===== config.mk =====
export PLATFORM = sky130hd
export DESIGN_NAME = tpbs_top
export DESIGN_NICKNAME = d
export VERILOG_FILES = /design/src/common/tpbs_pkg.sv /design/src/verilog/tpbs_top.sv
export VERILOG_INCLUDE_DIRS = /design/src /design/src/common
export SDC_FILE = /design/constraint.sdc
export NUM_CORES = 1
export LEC_CHECK = 0
export ABC_AREA = 1
export ABC_CLOCK_PERIOD_IN_PS = 1810
export BUFFER_PORTS_ARGS = -buffer_cell sky130_fd_sc_hd__buf_2
export CORE_UTILIZATION = 51
export CTS_CLUSTER_DIAMETER = 150
export CTS_CLUSTER_SIZE = 25
export DETAILED_ROUTE_END_ITERATION = 8
export PLACE_DENSITY = 0.88
export SLEW_MARGIN = 20
export SYNTH_ARGS = -nofsm -noshare
export SYNTH_HDL_FRONTEND = slang
export SYNTH_SLANG_ARGS = --single-unit

===== constraint.sdc =====
create_clock -name i_clk -period 1.81 [get_ports i_clk]
set_input_delay 0.0905 -clock i_clk [delete_from_list [all_inputs] [get_ports i_clk]]
set_output_delay 0.0905 -clock i_clk [all_outputs]
set_load 0.02 [all_outputs]

===== src/common/tpbs_consts.svh =====
/*
 * Constants for the timer prescale and bus stretch block: register offsets,
 * field positions, reset values and timing counts.
 * Assumes inclusion by bare name from design and bench files.
 */
`ifndef TPBS_CONSTS_SVH
`define TPBS_CONSTS_SVH

// ==========================================================
// Register map (byte addresses)
`define TPBS_ADDR_CTRL      4'h0
`define TPBS_ADDR_STATUS    4'h4
`define TPBS_ADDR_W         4

// ==========================================================
// Control register fields
`define TPBS_F_STRETCH_LO   0
`define TPBS_F_T0_SEL       3
`define TPBS_F_T1_SEL       4
`define TPBS_F_T2_SEL       5
`define TPBS_CTRL_MASK      8'h3F
`define TPBS_CTRL_RESET     8'h01

// ==========================================================
// Timing counts in oscillator clocks; the base move length is in machine cycles
`define TPBS_DIV_SLOW       4'hC
`define TPBS_DIV_FAST       4'h4
`define TPBS_MC_CLKS        4'h4
`define TPBS_BASE_MC        4'h2
`endif


===== src/common/tpbs_pkg.sv =====
/*
 * Types for the timer prescale and bus stretch block.
 * Assumes nothing beyond a SystemVerilog compiler.
 */
package tpbs_pkg;
    typedef enum logic [1:0] {
        TPBS_IDLE = 2'b00,
        TPBS_BUSY = 2'b01,
        TPBS_DONE = 2'b10
    } tpbs_mv_e;
endpackage


===== src/verilog/tpbs_top.sv =====
/*
 * Timer count-clock prescaler and data-move bus stretcher with a classic
 * Wishbone register slave. One control byte holds three timer clock selects
 * and a three-bit stretch value; a status word shows the move sequencer.
 * Timer ticks are single-cycle enables at oscillator/12 or oscillator/4.
 * A data move holds its read or write strobe for two machine cycles plus
 * the stretch value, or for two machine cycles when it targets on-chip RAM.
 * Assumes a single 125 MHz clock, an asynchronous active-low reset and a core
 * that issues one data-move request at a time and waits for done. The core's
 * request, target and direction come from logic on the same clock, so they
 * are read without synchronisers.
 */
// Design decisions made here: the Wishbone interface to the registers and the register addresses.
`timescale 1ns/1ps
`include "tpbs_consts.svh"

module tpbs_top
    import tpbs_pkg::*;
#(
    parameter int N_TIMERS = 3
) (
    // Clock and reset
    input  wire logic                 i_clk,
    input  wire logic                 i_resetn,
    // Wishbone slave
    input  wire logic                 i_wb_cyc,
    input  wire logic                 i_wb_stb,
    input  wire logic                 i_wb_we,
    input  wire logic [3:0]           i_wb_adr,
    input  wire logic [3:0]           i_wb_sel,
    input  wire logic [31:0]          i_wb_dat,
    output logic      [31:0]          o_wb_dat,
    output logic                      o_wb_ack,
    // Data-move request from the core
    input  wire logic                 i_mv_req,
    input  wire logic                 i_mv_internal,
    input  wire logic                 i_mv_write,
    output logic                      o_mv_rd_strobe,
    output logic                      o_mv_wr_strobe,
    output logic                      o_mv_done,
    // Timer count ticks
    output logic [N_TIMERS-1:0]       o_timer_tick
);

    // ==========================================================
    // Reset release
    logic [1:0] rst_sync_q;
    logic       rst_n;

    // Two stages so the release is clean against i_clk;
    // assertion stays asynchronous, release lands two edges later
    always_ff @(posedge i_clk or negedge i_resetn) begin
        if (!i_resetn) begin
            rst_sync_q <= 2'b00;
        end else begin
            rst_sync_q <= {rst_sync_q[0], 1'b1};
        end
    end
    // Internal reset for every register below
    assign rst_n = rst_sync_q[1];

    // ==========================================================
    // Register slave
    logic [7:0]  ctrl_q,  ctrl_d;
    logic        ack_q,   ack_d;
    logic [31:0] rdat_q,  rdat_d;
    logic        bus_req;
    tpbs_mv_e    mv_q,    mv_d;

    // A request is taken once; the held strobe is ignored while ack stands,
    // so a master that keeps stb up through the ack edge does not write twice
    assign bus_req = i_wb_cyc && i_wb_stb && !ack_q;

    // Decode, one-cycle ack; unmapped reads return zero, writes dropped
    // Byte lane 0 only; the other lanes carry nothing
    always_comb begin
        ctrl_d = ctrl_q;
        ack_d  = bus_req;
        rdat_d = rdat_q;
        if (bus_req) begin
            rdat_d = 32'h0000_0000;
            if (i_wb_adr == `TPBS_ADDR_CTRL) begin
                rdat_d = {24'h00_0000, ctrl_q};
                if (i_wb_we && i_wb_sel[0]) begin
                    ctrl_d = i_wb_dat[7:0] & `TPBS_CTRL_MASK; // Bits 7:6 not kept
                end
            end else if (i_wb_adr == `TPBS_ADDR_STATUS) begin
                // Bit 1 busy, bit 0 done; read-only, writes fall through
                rdat_d = {30'h0000_0000, mv_q == TPBS_BUSY, o_mv_done};
            end
        end
    end

    // Registered answer: ack stands for exactly one cycle; read data holds until the next request
    always_ff @(posedge i_clk or negedge rst_n) begin
        if (!rst_n) begin
            ctrl_q <= `TPBS_CTRL_RESET;
            ack_q  <= 1'b0;
            rdat_q <= 32'h0000_0000;
        end else begin
            ctrl_q <= ctrl_d;
            ack_q  <= ack_d;
            rdat_q <= rdat_d;
        end
    end
    assign o_wb_ack = ack_q;
    assign o_wb_dat = rdat_q;

    // ==========================================================
    // Machine-cycle base
    logic [3:0] mc_cnt_q, mc_cnt_d;
    logic       mc_tick;

    // One machine cycle is a fixed number of oscillator clocks. The base runs
    // free, so a move that starts mid-cycle loses up to three clocks of its
    // first machine cycle; the strobe is at most three clocks short of nominal
    always_comb begin
        mc_tick  = (mc_cnt_q == `TPBS_MC_CLKS - 4'h1);
        mc_cnt_d = mc_tick ? 4'h0 : mc_cnt_q + 4'h1;
    end

    // Counter state only
    always_ff @(posedge i_clk or negedge rst_n) begin
        if (!rst_n) begin
            mc_cnt_q <= 4'h0;
        end else begin
            mc_cnt_q <= mc_cnt_d;
        end
    end

    // ==========================================================
    // Per-timer prescalers
    // One free-running counter per timer; ticks are enables, not clocks
    genvar g;
    generate
        for (g = 0; g < N_TIMERS; g++) begin : g_tmr
            logic [3:0] pre_q, pre_d;
            logic [3:0] div;
            logic       tick;

            // Select bits sit side by side from timer 0 upward. The compare is
            // greater-or-equal so a switch from /12 to /4 with the count past
            // three ticks at once instead of wrapping through sixteen clocks
            always_comb begin
                div  = ctrl_q[`TPBS_F_T0_SEL + g] ? `TPBS_DIV_FAST : `TPBS_DIV_SLOW;
                tick = (pre_q >= div - 4'h1);
                pre_d = tick ? 4'h0 : pre_q + 4'h1;
            end

            // Prescaler count
            always_ff @(posedge i_clk or negedge rst_n) begin
                if (!rst_n) begin
                    pre_q <= 4'h0;
                end else begin
                    pre_q <= pre_d;
                end
            end
            assign o_timer_tick[g] = tick;
        end
    endgenerate

    // ==========================================================
    // Data-move sequencer
    // Idle, busy for the counted machine cycles, then one done cycle
    logic [3:0] mv_left_q, mv_left_d;
    logic       mv_wr_q,   mv_wr_d;
    logic [3:0] mv_len;

    // Length fixed at request; a field change mid-move does not disturb it
    // The stretch value and the target are read once, at the request edge
    always_comb begin
        mv_len    = i_mv_internal ? `TPBS_BASE_MC
                                  : `TPBS_BASE_MC + {1'b0, ctrl_q[2:0]};
        mv_d      = mv_q;
        mv_left_d = mv_left_q;
        mv_wr_d   = mv_wr_q;
        unique case (mv_q)
            TPBS_IDLE: begin
                if (i_mv_req) begin
                    mv_d      = TPBS_BUSY;
                    mv_left_d = mv_len;
                    mv_wr_d   = i_mv_write;
                end
            end
            TPBS_BUSY: begin
                // Count down whole machine cycles; requests are ignored here
                if (mc_tick) begin
                    mv_left_d = mv_left_q - 4'h1;
                    if (mv_left_q == 4'h1) begin
                        mv_d = TPBS_DONE;
                    end
                end
            end
            TPBS_DONE: begin
                // One-cycle done; a request held through it is taken only
                // once the sequencer is idle again
                mv_d = TPBS_IDLE;
            end
            default: begin
                // Unused code recovers to idle
                mv_d = TPBS_IDLE;
            end
        endcase
    end

    // Sequencer state only
    always_ff @(posedge i_clk or negedge rst_n) begin
        if (!rst_n) begin
            mv_q      <= TPBS_IDLE;
            mv_left_q <= 4'h0;
            mv_wr_q   <= 1'b0;
        end else begin
            mv_q      <= mv_d;
            mv_left_q <= mv_left_d;
            mv_wr_q   <= mv_wr_d;
        end
    end

    // Strobe covers the whole stretched interval; slow parts see it
    // from the first busy cycle to the last, and done follows the fall
    // with no gap, so the core may issue the next move right after it
    assign o_mv_rd_strobe = (mv_q == TPBS_BUSY) && !mv_wr_q;
    assign o_mv_wr_strobe = (mv_q == TPBS_BUSY) && mv_wr_q;
    assign o_mv_done      = (mv_q == TPBS_DONE);

endmodule


==> impl_metrics.env <==
export IMPL_status="completed"
export IMPL_stdcell_count=320
export IMPL_syn2layout_area_growth_pct=9.51
export IMPL_rrSetupSlack_ns=0.50
export IMPL_required_ns=1.72
export IMPL_cp_common_cell="nand2_1"
export IMPL_gp_congestion=0.771
export IMPL_io_buffer_count=31
export IMPL_syn_inst=236
export IMPL_grt_pass1_vias=1364
export IMPL_avgSynthCellArea_um2=8.59
export IMPL_max_freq_mhz=664
export IMPL_grt_max_degree=37
export IMPL_cts_tree="done"
export IMPL_cts_path_max_buffers=2
export IMPL_r2r_end="ctrl_q[4]"
export IMPL_netlist_area_mm2=0.00203
export IMPL_crit_type="register to primary output"
export IMPL_pwr_share_clk_pct=26.2
export IMPL_pin_count=87
export IMPL_critical_path_max_stage_delay_ns=0.41
export IMPL_coreArea_mm2=0.00374
export IMPL_critical_path_max_fanout=5
export IMPL_cts_resized=0
export IMPL_min_period_ns=1.51
export IMPL_synth_seq_cells=38
export IMPL_synth_area_leader_cell="dfrtp_1"
export IMPL_cts_made_buffers=5
export IMPL_routedWlPerCell_um=10.2
export IMPL_r2r_start="o_wb_ack"
export IMPL_start_util_pct=54.1
export IMPL_clk_pin_slew_worst_paths_ns=0.08
export IMPL_grt_pass1_wl_mm=5.51
export IMPL_first_pass_iters=5
export IMPL_root_buffer="clkbuf_8"
export IMPL_clock_latency_ns=0.29
export IMPL_netlist_area_leader_share_pct=45.7
export IMPL_vias=1491
export IMPL_drt_iter0_drc=62
export IMPL_postRouteAntennaNets=0
export IMPL_p_sw_w=0.000773
export IMPL_ys_seq_area_share_pct=47.0
export IMPL_nFillCells=348
export IMPL_whs_ns=0.0346
export IMPL_swShare_pct=33.6
export IMPL_via_per_inst=4.66
export IMPL_final_nets=329
export IMPL_slew_violations=0
export IMPL_post_route_util_pct=59.3
export IMPL_min_path_cells=3
export IMPL_fin_crit_sh_pct=83.2
export IMPL_worstSetupStartpointType="register"
export IMPL_p_leak_nw=1.34
export IMPL_comb_power_share_pct=25.6
export IMPL_finalHoldViolations=0
export IMPL_tns_ns=0
export IMPL_ys_warn_count=0
export IMPL_rsz0062_at_grt="false"
export IMPL_h_tree_depth=2
export IMPL_fin_area_mm2=0.00222
export IMPL_endpoint_kind="primary output"
export IMPL_dp_hpwl_mm=2.53
export IMPL_hold_path_class="input port to register"
export IMPL_grt_overflow=0
export IMPL_drt_total_wl_mm=3.26
export IMPL_worst_path_buf_inv=2
export IMPL_share_seq_of_total_power_pct=48.2
export IMPL_n_antenna_cell=0
export IMPL_cts_num_sinks=38
export IMPL_antenna_found_initial=0
export IMPL_hp_start="i_wb_dat[0]"
export IMPL_finalSetupViolCount=0
export IMPL_critPathTopFamily="flip-flops"
export IMPL_rows=22
export IMPL_internal_power_w=0.00152
export IMPL_worstPathCellList="ha_1 -> nor2_1 -> inv_1 -> nand2_1 -> nand2_1 -> buf_2"
export IMPL_die_w_um=65.0
export IMPL_post_place_cells=311
export IMPL_rr_worst_depth=5
export IMPL_fin_skew_ns=0.0118
export IMPL_drt_drc_violations_left=0
export IMPL_die_area_mm2=0.00423
export IMPL_ys_top_cells_by_area="dfrtp_1, nand2_1, buf_4, ha_1, inv_1"
export IMPL_drive_gt1_share_pct=18.4
export IMPL_place_area_mm2=0.00211
export IMPL_grtUsageTotal_pct=17.3
export IMPL_drv_cap=0
export IMPL_power_density_mw_per_mm2=1040
export IMPL_worstHoldEndpoint="ctrl_q[0]"
export IMPL_synth_cell_type_count=20
export IMPL_irDropWorstVdd_v=0.000579
export IMPL_cp_slowest_cell="dfrtp_1"
export IMPL_die_h_um=65.0
export IMPL_cp_arrival_ns=1.42
## flip-flops by register name, indices dropped and copies added, names as in the netlist
| name | count |
|---|---|
| g_tmr.pre_q | 12 |
| ctrl_q | 6 |
| o_wb_dat | 6 |
| mc_cnt_q | 4 |
| mv_left_q | 4 |
| mv_q | 2 |
| rst_sync_q | 2 |
| mv_wr_q | 1 |
| o_wb_ack | 1 |
## area by class of cell
cell class,instances,area [um2],area share (%)
flip-flops and latches,38,952,42.9
multi-input cells,163,827,37.3
repair buffers,33,173,7.78
inverters,30,113,5.07
clock buffers,6,82.6,3.72
well taps,48,60.1,2.71
clock inverters,2,12.5,0.564
## stage by stage
| stage | total power [W] | setup slack [ns] |
|---|---|---|
| global route | 0.00247 | 0.194 |
| finish | 0.00230 | 0.304 |
| global placement | 0.00167 | 0.529 |
| floorplan | 0.00163 | 0.676 |
| detailed placement | 0.00172 | 0.506 |
| CTS | 0.00232 | 0.296 |
## layout by cell type, fill, tap and decap left out, drive strengths merged
cell         netlist  final
nor2              27     27
conb               2     27
nand2             63     63
ha                10     10
nand3             12     12
a31oi              1      1
clkinv             0      1
nand4              8      8
a21oi              5      5
xnor2              1      1
buf               30     32
dlygate4sd3        0      1
nand3b             1      1
inv               30     30
xor2               4      4
o21ai              4      4
clkbuf             0      6
dfrtp             37     37
dfstp              1      1
clkinvlp           0      1
## routing by layer
metal  wire length, um  track usage [%]  up-vias
li1                  -                -      748
met1              1380             19.3      695
met2              1690             30.7       43
met3               154             4.58        5
met4                44             7.07        0
met5                 0                0        -
## power groups by stage
stage,registers [W],clock network (W),logic (W)
3_3_place_gp,0.00111,0,0.000555
4_1_cts,0.00111,0.000617,0.000595
3_5_place_dp,0.00112,0,0.000592
2_1_floorplan,0.00112,0,0.000517
6_report,0.00111,0.000602,0.000588
5_1_grt,0.00113,0.000659,0.000688
## repair_timing
action,CTS,global route
buffers inserted,0,0
endpoints found under the hold margin,2,0
hold buffers,1,0
## cell families after synthesis
family | share of synthesized area [%]
AOI/OAI and AO/OA | 2.53
xor gates and xnor gates | 2.16
adders and majority gates | 6.17
buffers and inverters | 16.9
DFF | 47.0
other | 0.371
and+or+nand+nor | 24.9
## cells in the mapped netlist, drive strengths merged
cell type and number:
dfrtp 37, a31oi 1, buf 30, a21oi 5, nor2 27, nand3b 1
ha 10, nand4 8, o21ai 4, inv 30, dfstp 1, conb 2
nand3 12, xor2 4, nand2 63, xnor2 1
## how the worst max path moves through the flow
stage / cells after the start / to / start
final: 6 / o_timer_tick[0] / g_tmr[0].pre_q[0]
after global routing: 6 / o_timer_tick[1] / g_tmr[1].pre_q[0]
after CTS: 6 / o_timer_tick[0] / g_tmr[0].pre_q[0]
after floorplan: 0 / ctrl_q[1] / rst_sync_q[1]
after detailed placement: 5 / ctrl_q[4] / o_wb_ack
after global placement: 5 / ctrl_q[5] / o_wb_ack
## worst register-to-register path, cell delays in order (launching register included)
cell	delay, ns
dfrtp_1	0.38
nand3b_4	0.21
nor2_4	0.28
nand3_2	0.18
nand2_1	0.09
nand2_1	0.05
Note: power is estimated with default switching activity, not from simulation.
